## src/core/smc_consts.vh

```
// Register map, field positions, reset values and timing counts
`ifndef SMC_CONSTS_VH
`define SMC_CONSTS_VH
`define SMC_ADDR_W 4
`define SMC_OFS_CTRL1 4'h0
`define SMC_OFS_CTRL2 4'h1
`define SMC_OFS_WAKEEN 4'h2
`define SMC_OFS_STATUS 4'h3
`define SMC_OFS_PC 4'h4
`define SMC_OFS_PREDIV 4'h5
`define SMC_C1_HALT 7
`define SMC_C1_RELEASE_MODE_SELECT 6
`define SMC_C1_WUT_HI 5
`define SMC_C1_WUT_LO 4
`define SMC_C2_HOSC 7
`define SMC_C2_LOSC 6
`define SMC_C2_SLOWCK 5
`define SMC_C2_DOZE 4
`define SMC_C2_DUAL 0
`define SMC_CTRL1_RST 8'h00
`define SMC_CTRL2_RST 8'h80
`define SMC_WAKEEN_RST 8'h00
`define SMC_PC_STEP 16'h0002
`define SMC_CLK_MHZ 250
`define SMC_BASIC_MHZ 16
`define SMC_WU_MS_01 4.096
`define SMC_WU_MS_11 1.024
// Warm-up counts at core_clk, derived from the 16 MHz figures
`define SMC_WU_CYC_01 (4096 * `SMC_CLK_MHZ)
`define SMC_WU_CYC_11 (1024 * `SMC_CLK_MHZ)
`define SMC_WU_CYC_00 (12288 * `SMC_CLK_MHZ)
`define SMC_WU_CYC_10 (3072 * `SMC_CLK_MHZ)
`define SMC_ST_RUN 2'd0
`define SMC_ST_STOP 2'd1
`define SMC_ST_WARM 2'd2
`define SMC_ST_DOZE 2'd3
`endif

```

## src/core/smc_standby_ctrl.v

```verilog
// Standby mode controller: deep halt, warm-up and CPU doze
//
// The register offsets and the strobed register port are this design's own decisions.
`timescale 1ns/1ns
`include "smc_consts.vh"

module smc_standby_ctrl #(
	parameter KEYS = 4,
	parameter WU_CYC_00 = `SMC_WU_CYC_00,
	parameter WU_CYC_01 = `SMC_WU_CYC_01,
	parameter WU_CYC_10 = `SMC_WU_CYC_10,
	parameter WU_CYC_11 = `SMC_WU_CYC_11
) (
	input wire core_clk,
	input wire rst_n,
	input wire [`SMC_ADDR_W-1:0] reg_addr,
	input wire [7:0] reg_wdata,
	input wire reg_wr,
	input wire reg_rd,
	output reg [7:0] reg_rdata,
	input wire [15:0] cpu_pc,
	input wire master_irq_enable,
	input wire irq_pending,
	input wire wdt_irq,
	input wire wake_pin,
	input wire [KEYS-1:0] key_wakeup_in,
	output reg cpu_halt,
	output reg wdt_halt,
	output reg periph_halt,
	output reg hosc_en,
	output reg losc_en,
	output reg tg_clear,
	output reg irq_service,
	output reg resume_valid,
	output reg [15:0] resume_pc
);
	localparam ST_RUN = 4'b0001;
	localparam ST_STOP = 4'b0010;
	localparam ST_WARM = 4'b0100;
	localparam ST_DOZE = 4'b1000;

	reg [7:0] ctrl1_reg;
	reg [7:0] ctrl2_reg;
	reg [7:0] wakeen_reg;
	reg [3:0] state_reg;
	reg [3:0] state_next;
	reg [22:0] wu_cnt_reg;
	reg [7:0] prediv_reg;
	reg [15:0] pc_hold_reg;
	reg wake_s1_reg;
	reg wake_s2_reg;
	reg wake_prev_reg;
	reg [22:0] wu_load;
	reg [7:0] rdata_next;
	reg hosc_next;
	reg losc_next;

	wire [KEYS-1:0] key_chg;
	wire release_mode_select;
	wire wake_rise;
	wire key_edge;
	wire release_cond;
	wire sel_ctrl1;
	wire sel_ctrl2;
	wire sel_wakeen;
	wire halt_wr;
	wire doze_wr;
	wire doze_ok;
	wire wake;
	wire in_run;
	wire in_stop;
	wire in_warm;
	wire in_doze;
	wire wu_done;
	wire enter_warm;
	wire leave_warm;
	wire leave_doze;
	wire leave_standby;
	wire reg_wr_ok;

	assign in_run = (state_reg == ST_RUN);
	assign in_stop = (state_reg == ST_STOP);
	assign in_warm = (state_reg == ST_WARM);
	assign in_doze = (state_reg == ST_DOZE);
	assign enter_warm = (state_next == ST_WARM) &&
		!in_warm;
	assign leave_warm = in_warm &&
		(state_next == ST_RUN);
	assign leave_doze = in_doze &&
		(state_next == ST_RUN);
	assign leave_standby = !in_run &&
		(state_next == ST_RUN);
	// Count ends on one so warm-up lasts exactly the load
	assign wu_done = (wu_cnt_reg == 23'd1);

	// Software can only write while the CPU runs
	assign reg_wr_ok = reg_wr && in_run;
	assign sel_ctrl1 = (reg_addr == `SMC_OFS_CTRL1);
	assign sel_ctrl2 = (reg_addr == `SMC_OFS_CTRL2);
	assign sel_wakeen = (reg_addr == `SMC_OFS_WAKEEN);
	assign halt_wr = reg_wr_ok & sel_ctrl1 &
		reg_wdata[`SMC_C1_HALT];
	assign doze_wr = reg_wr_ok & sel_ctrl2 &
		reg_wdata[`SMC_C2_DOZE];
	// A watchdog irq just before entry wins over the doze request
	assign doze_ok = doze_wr & ~wdt_irq;
	assign wake = irq_pending;

	assign release_mode_select = ctrl1_reg[`SMC_C1_RELEASE_MODE_SELECT];
	assign wake_rise = wake_s2_reg & ~wake_prev_reg;
	assign key_edge = |key_chg;
	// Keys ignored in edge mode
	assign release_cond = release_mode_select ? (wake_s2_reg | key_edge) :
		wake_rise;

	// Two-flop synchroniser for the wake pin
	always @(posedge core_clk or negedge rst_n) begin
		if (!rst_n) begin
			wake_s1_reg <= 1'b0;
			wake_s2_reg <= 1'b0;
			wake_prev_reg <= 1'b0;
		end else begin
			wake_s1_reg <= wake_pin;
			wake_s2_reg <= wake_s1_reg;
			wake_prev_reg <= wake_s2_reg;
		end
	end

	// Key pins idle high, so a high reset avoids a false edge
	genvar k;
	generate
		for (k = 0; k < KEYS; k = k + 1) begin : g_key
			reg s1_reg;
			reg s2_reg;
			reg prev_reg;

			always @(posedge core_clk or negedge rst_n) begin
				if (!rst_n) begin
					s1_reg <= 1'b1;
					s2_reg <= 1'b1;
					prev_reg <= 1'b1;
				end else begin
					s1_reg <= key_wakeup_in[k];
					s2_reg <= s1_reg;
					prev_reg <= s2_reg;
				end
			end

			// Either polarity counts, gated by its enable bit
			assign key_chg[k] = (s2_reg ^ prev_reg) & wakeen_reg[k];
		end
	endgenerate

	// Warm-up lengths in core clock cycles
	always @* begin
		case (ctrl1_reg[`SMC_C1_WUT_HI:`SMC_C1_WUT_LO])
		2'b00: wu_load = WU_CYC_00[22:0];
		2'b01: wu_load = WU_CYC_01[22:0];
		2'b10: wu_load = WU_CYC_10[22:0];
		default: wu_load = WU_CYC_11[22:0];
		endcase
	end

	// Release mode comes from the halt write itself
	always @* begin
		state_next = state_reg;
		case (state_reg)
		ST_RUN: begin
			if (halt_wr) begin
				if (reg_wdata[`SMC_C1_RELEASE_MODE_SELECT] & wake_s2_reg) begin
					state_next = ST_WARM;
				end else begin
					state_next = ST_STOP;
				end
			end else if (doze_ok) begin
				state_next = ST_DOZE;
			end
		end
		ST_STOP: begin
			if (release_cond) begin
				state_next = ST_WARM;
			end
		end
		ST_WARM: begin
			if (wu_done) begin
				state_next = ST_RUN;
			end
		end
		ST_DOZE: begin
			if (wake) begin
				state_next = ST_RUN;
			end
		end
		default: state_next = ST_RUN;
		endcase
	end

	// Reset low ends any standby at once via the async clear
	always @(posedge core_clk or negedge rst_n) begin
		if (!rst_n)
			state_reg <= ST_RUN;
		else
			state_reg <= state_next;
	end

	// Prescaler runs only in normal operation
	always @(posedge core_clk or negedge rst_n) begin
		if (!rst_n)
			prediv_reg <= 8'h00;
		else if (in_stop)
			prediv_reg <= 8'h00;
		else if (in_run)
			prediv_reg <= prediv_reg + 8'h01;
	end

	always @(posedge core_clk or negedge rst_n) begin
		if (!rst_n)
			pc_hold_reg <= 16'h0000;
		else if (halt_wr || doze_wr)
			pc_hold_reg <= cpu_pc + `SMC_PC_STEP;
	end

	// Warm-up down-counter, loaded on the way into warm-up
	always @(posedge core_clk or negedge rst_n) begin
		if (!rst_n)
			wu_cnt_reg <= 23'd0;
		else if (enter_warm)
			wu_cnt_reg <= wu_load;
		else if (in_warm)
			wu_cnt_reg <= wu_cnt_reg - 23'd1;
	end

	// Halt bit drops by itself once warm-up is over
	always @(posedge core_clk or negedge rst_n) begin
		if (!rst_n)
			ctrl1_reg <= `SMC_CTRL1_RST;
		else if (reg_wr_ok && sel_ctrl1)
			ctrl1_reg <= reg_wdata;
		else if (leave_warm)
			ctrl1_reg[`SMC_C1_HALT] <= 1'b0;
	end

	always @(posedge core_clk or negedge rst_n) begin
		if (!rst_n)
			ctrl2_reg <= `SMC_CTRL2_RST;
		else if (reg_wr_ok && sel_ctrl2)
			ctrl2_reg <= reg_wdata;
		else if (leave_doze)
			ctrl2_reg[`SMC_C2_DOZE] <= 1'b0;
	end

	always @(posedge core_clk or negedge rst_n) begin
		if (!rst_n)
			wakeen_reg <= `SMC_WAKEEN_RST;
		else if (reg_wr_ok && sel_wakeen)
			wakeen_reg <= reg_wdata;
	end

	// Read data stand for one cycle only
	always @* begin
		rdata_next = 8'h00;
		if (reg_rd) begin
			case (reg_addr)
			`SMC_OFS_CTRL1: rdata_next = ctrl1_reg;
			`SMC_OFS_CTRL2: rdata_next = ctrl2_reg;
			`SMC_OFS_WAKEEN: rdata_next = wakeen_reg;
			`SMC_OFS_STATUS: rdata_next = {4'h0, state_reg};
			`SMC_OFS_PC: rdata_next = pc_hold_reg[7:0];
			`SMC_OFS_PREDIV: rdata_next = prediv_reg;
			default: rdata_next = 8'h00;
			endcase
		end
	end

	always @(posedge core_clk or negedge rst_n) begin
		if (!rst_n)
			reg_rdata <= 8'h00;
		else
			reg_rdata <= rdata_next;
	end

	// Held state is frozen by halting clocks, not copied
	always @(posedge core_clk or negedge rst_n) begin
		if (!rst_n) begin
			cpu_halt <= 1'b0;
			wdt_halt <= 1'b0;
		end else begin
			cpu_halt <= (state_next != ST_RUN);
			wdt_halt <= (state_next != ST_RUN);
		end
	end

	// Peripherals keep running in doze
	always @(posedge core_clk or negedge rst_n) begin
		if (!rst_n) begin
			periph_halt <= 1'b0;
			tg_clear <= 1'b0;
		end else begin
			periph_halt <= (state_next == ST_STOP) ||
				(state_next == ST_WARM);
			tg_clear <= (state_next == ST_STOP);
		end
	end

	// Oscillator choice on release follows the clock mode bits
	always @* begin
		hosc_next = hosc_en;
		losc_next = losc_en;
		if (state_next == ST_STOP) begin
			hosc_next = 1'b0;
			losc_next = 1'b0;
		end else if (in_stop) begin
			if (ctrl2_reg[`SMC_C2_DUAL]) begin
				hosc_next = ~ctrl2_reg[`SMC_C2_SLOWCK];
				losc_next = 1'b1;
			end else begin
				hosc_next = 1'b1;
				losc_next = 1'b0;
			end
		end
	end

	always @(posedge core_clk or negedge rst_n) begin
		if (!rst_n) begin
			hosc_en <= 1'b1;
			losc_en <= 1'b0;
		end else begin
			hosc_en <= hosc_next;
			losc_en <= losc_next;
		end
	end

	// Resume pulse and address leave together
	always @(posedge core_clk or negedge rst_n) begin
		if (!rst_n) begin
			resume_valid <= 1'b0;
			resume_pc <= 16'h0000;
		end else begin
			resume_valid <= leave_standby;
			if (leave_standby)
				resume_pc <= pc_hold_reg;
		end
	end

	// Master enable decides whether the waking irq is taken
	always @(posedge core_clk or negedge rst_n) begin
		if (!rst_n)
			irq_service <= 1'b0;
		else
			irq_service <= in_doze && wake &&
				master_irq_enable;
	end
endmodule
```

## config.mk

```make
export PLATFORM = sky130hd
export DESIGN_NAME = smc_standby_ctrl
export DESIGN_NICKNAME = d
export VERILOG_FILES = /design/src/core/smc_standby_ctrl.v
export VERILOG_INCLUDE_DIRS = /design/src /design/src/core
export SDC_FILE = /design/constraint.sdc
export NUM_CORES = 1
export LEC_CHECK = 0
export ABC_CLOCK_PERIOD_IN_PS = 3000
export BUFFER_PORTS_ARGS = -buffer_cell sky130_fd_sc_hd__buf_4
export CAP_MARGIN = 5
export CORE_MARGIN = 1
export CORE_UTILIZATION = 50
export CTS_CLUSTER_SIZE = 25
export DETAILED_ROUTE_END_ITERATION = 16
export PLACE_DENSITY = 0.76
export SYNTH_ARGS = -nofsm -noshare
export SYNTH_HDL_FRONTEND = slang
export SYNTH_SLANG_ARGS = --single-unit
```

## constraint.sdc

```tcl
create_clock -name core_clk -period 3 [get_ports core_clk]
set_input_delay 0.45 -clock core_clk [delete_from_list [all_inputs] [get_ports core_clk]]
set_output_delay 0.45 -clock core_clk [all_outputs]
set_load 0.02 [all_outputs]
```

==> flow_summary.ini <==
[placement]
placed_cells = 690
portBuffers = 71
hpwl_microns = 9406
dp_slack_ps = 295.7
post_dp_cell_area_sq_mm = 0.006406
place.gp.congestion = 0.8643

[floorplan]
ioPinCount = 72
start_util = 0.5166
rows = 38
fp.coreArea_sq_mm = 0.01094
die_h_microns = 108.3
die_x_microns = 108.3
dieArea_sq_mm = 0.01173

[critical_path]
cp_max_fo = 20
critPathTopFamily = simple AND/OR/NAND/NOR gates
worst_ep_required_time_ps = 3290
path_cells = or4_4 > nor4_4 > nand4_2 > a2111oi_4 > buf_12 > mux2_1
r2r_cells = 6
critPathSlowestCell = or4_4
max_stage_delay_ps = 570
arrival_ps = 3000
crit_type = reg -> reg
start_kind = flop
cp-end-kind = flop
path_buf_inv = 1
r2r_slack_ps = 290
timing.rr.end = resume_pc[10]
r2r_start = wu_cnt_reg[12]

[grt]
grt_max_degree = 50
antenna_found_initial = 0
grt_pass1_wl_microns = 21970
grt_pass1_vias = 4371
grt_usage = 0.2502
overflow = 0

[clock_tree]
cts_setup_buffers = 0
cts_sinks = 121
path_clk_slew_ps = 60
htreeDepth = 4
holdBufCountCts = 0
tritoncts = built
cts_buffers = 17
clk_latency_ps = 420
cts_resized = 0
cts_buffer_depth = 2
root_buffer = clkbuf_16

[drt]
wire_per_inst_microns = 18.61
wl_met1_microns = 5863
routed_wl_microns = 13440
ant_nets = 0
vias = 4299
highest_layer = met4
drtPass1Iterations = 5
wl_met2_microns = 6612
via_per_inst = 5.954
drc_errors = 0
wl_met3_microns = 761
drt_iter0_markers = 248

[final_layout]
areaGrowthSynthToFinish_pct = 24.56
drive_gt1_frac = 0.3351
final_nets = 618
final_core_util = 0.6435
fin_area_sq_mm = 0.007037
layoutNonFillerInstCount = 722
num_antenna_cells = 0
largest_reg_flops = 23

[outcome]
status = finished, final reports clean

[yosys]
synthTopCellsByCount = dfrtp_1, nor2_1, nand2_1
syn_inst = 483
yosys.area.top_type = dfrtp_1
syn_avg_cell_area_sq_um = 11.70
synthTopCellsByArea = dfrtp_1, dfstp_2, mux2_2
synth-xor-area-share = 0.03411
yosysWarnings = 0
synth_compound_area_frac = 0.1059
yosys.area_share.adder = 0.01993
synth_cell_type_count = 63
yosys-mux-area-fraction = 0.1169
synth_top_family_by_area = simple AND/OR/NAND/NOR gates
synthFlopType = dfrtp_1
synth.top_cell.area_share = 0.4695
synthesis.area_sq_mm = 0.005649
synth_edf_count = 0
yosys.area_share.simple = 0.1628
ys_seq_area_frac = 0.5393
yosysMostFrequentCell = dfrtp_1
ys_async_sr_fraction = 1.000
synthesis.nets = 532
ys_ff_latch = 121

[power]
finalPower_mw = 6.217
power_density_mw_per_mm2 = 883.5
vdd_drop_max_mv = 0.5842
p_leak_nw = 3.111

[sta]
hold_viol = 0
worst_slew_pin_slew_ps = 632.0
finalSetupViolations = 0
slew_viol_final = 0
fin_setup_tns_ps = 0
max_slew_margin = 0.5771
skew_ps = 8.316
period_share = 0.9024
rsz0062_at_grt = no
fmax_mhz = 369.4
whs_ps = 42.49
timing.final.ws_setup_ps = 292.8
period_needed_ps = 2707

[hold_path]
min_path_type = in -> async

[flow_run]
cap_violations = 0
## cells by family after synthesis
logic type | after synthesis
AO/OA/AOI/OAI | 85
AND/OR/NAND/NOR | 164
flip-flops | 121
multiplexers | 56
buffers and inverters | 26
adder cells (fa/ha/maj) | 9
XOR/XNOR | 22
## power by group
part	switching, mW	internal [mW]	leakage (nW)
Clock	0.763	1.38	0.295
Combinational	0.732	0.792	1.39
Sequential	0.429	2.12	1.43
## worst max path at each step
stage / from / to / cells past startpoint
after floorplan: wu_cnt_reg[12] / resume_pc[0] / 6
after global routing: wu_cnt_reg[12] / resume_pc[13] / 6
after CTS: wu_cnt_reg[12] / resume_pc[13] / 6
final: wu_cnt_reg[12] / resume_pc[10] / 6
after detailed placement: wu_cnt_reg[12] / resume_pc[11] / 6
after global placement: wu_cnt_reg[12] / resume_pc[15] / 6
## cells in the final DEF, fill, tap and decap left out, types with 4 or more instances in the layout
master | netlist | routed
xnor2_1 | 8 | 8
mux2_1 | 6 | 6
nor4_1 | 12 | 12
o21ai_0 | 14 | 14
dfrtp_1 | 106 | 106
a21oi_1 | 22 | 22
a222oi_1 | 8 | 8
nand3_1 | 14 | 14
o21ai_1 | 5 | 4
and3_1 | 7 | 7
inv_1 | 7 | 7
o31ai_1 | 5 | 5
nor2_1 | 36 | 36
mux2i_1 | 6 | 6
a22o_1 | 7 | 7
clkbuf_16 | 0 | 17
nor3_1 | 7 | 7
nand2_1 | 35 | 35
clkinvlp_4 | 0 | 4
or2_2 | 5 | 5
nor2b_1 | 4 | 4
nor3b_1 | 4 | 4
ha_1 | 9 | 9
nand4_1 | 9 | 9
dfstp_2 | 15 | 15
buf_4 | 1 | 84
mux2_4 | 10 | 10
xor2_1 | 14 | 14
mux2_2 | 34 | 34
## area by class of cell
cell class	count	area (sq um)
tap	140	175.2
clock inverter	12	163.9
timing repair buffer	86	670.6
inverter	7	26.28
clock buffer	20	466.7
sequential	121	3047
multi-input combinational	336	2487
fill	830	3899
## layer usage
metal  global-route usage  vias to the layer above
met4              0.08784                        0
met2               0.4172                      152
met3              0.06028                       23
li1                     -                     1975
met5                    0                        -
met1               0.3186                     2149
(Power assumes the default switching activity.)
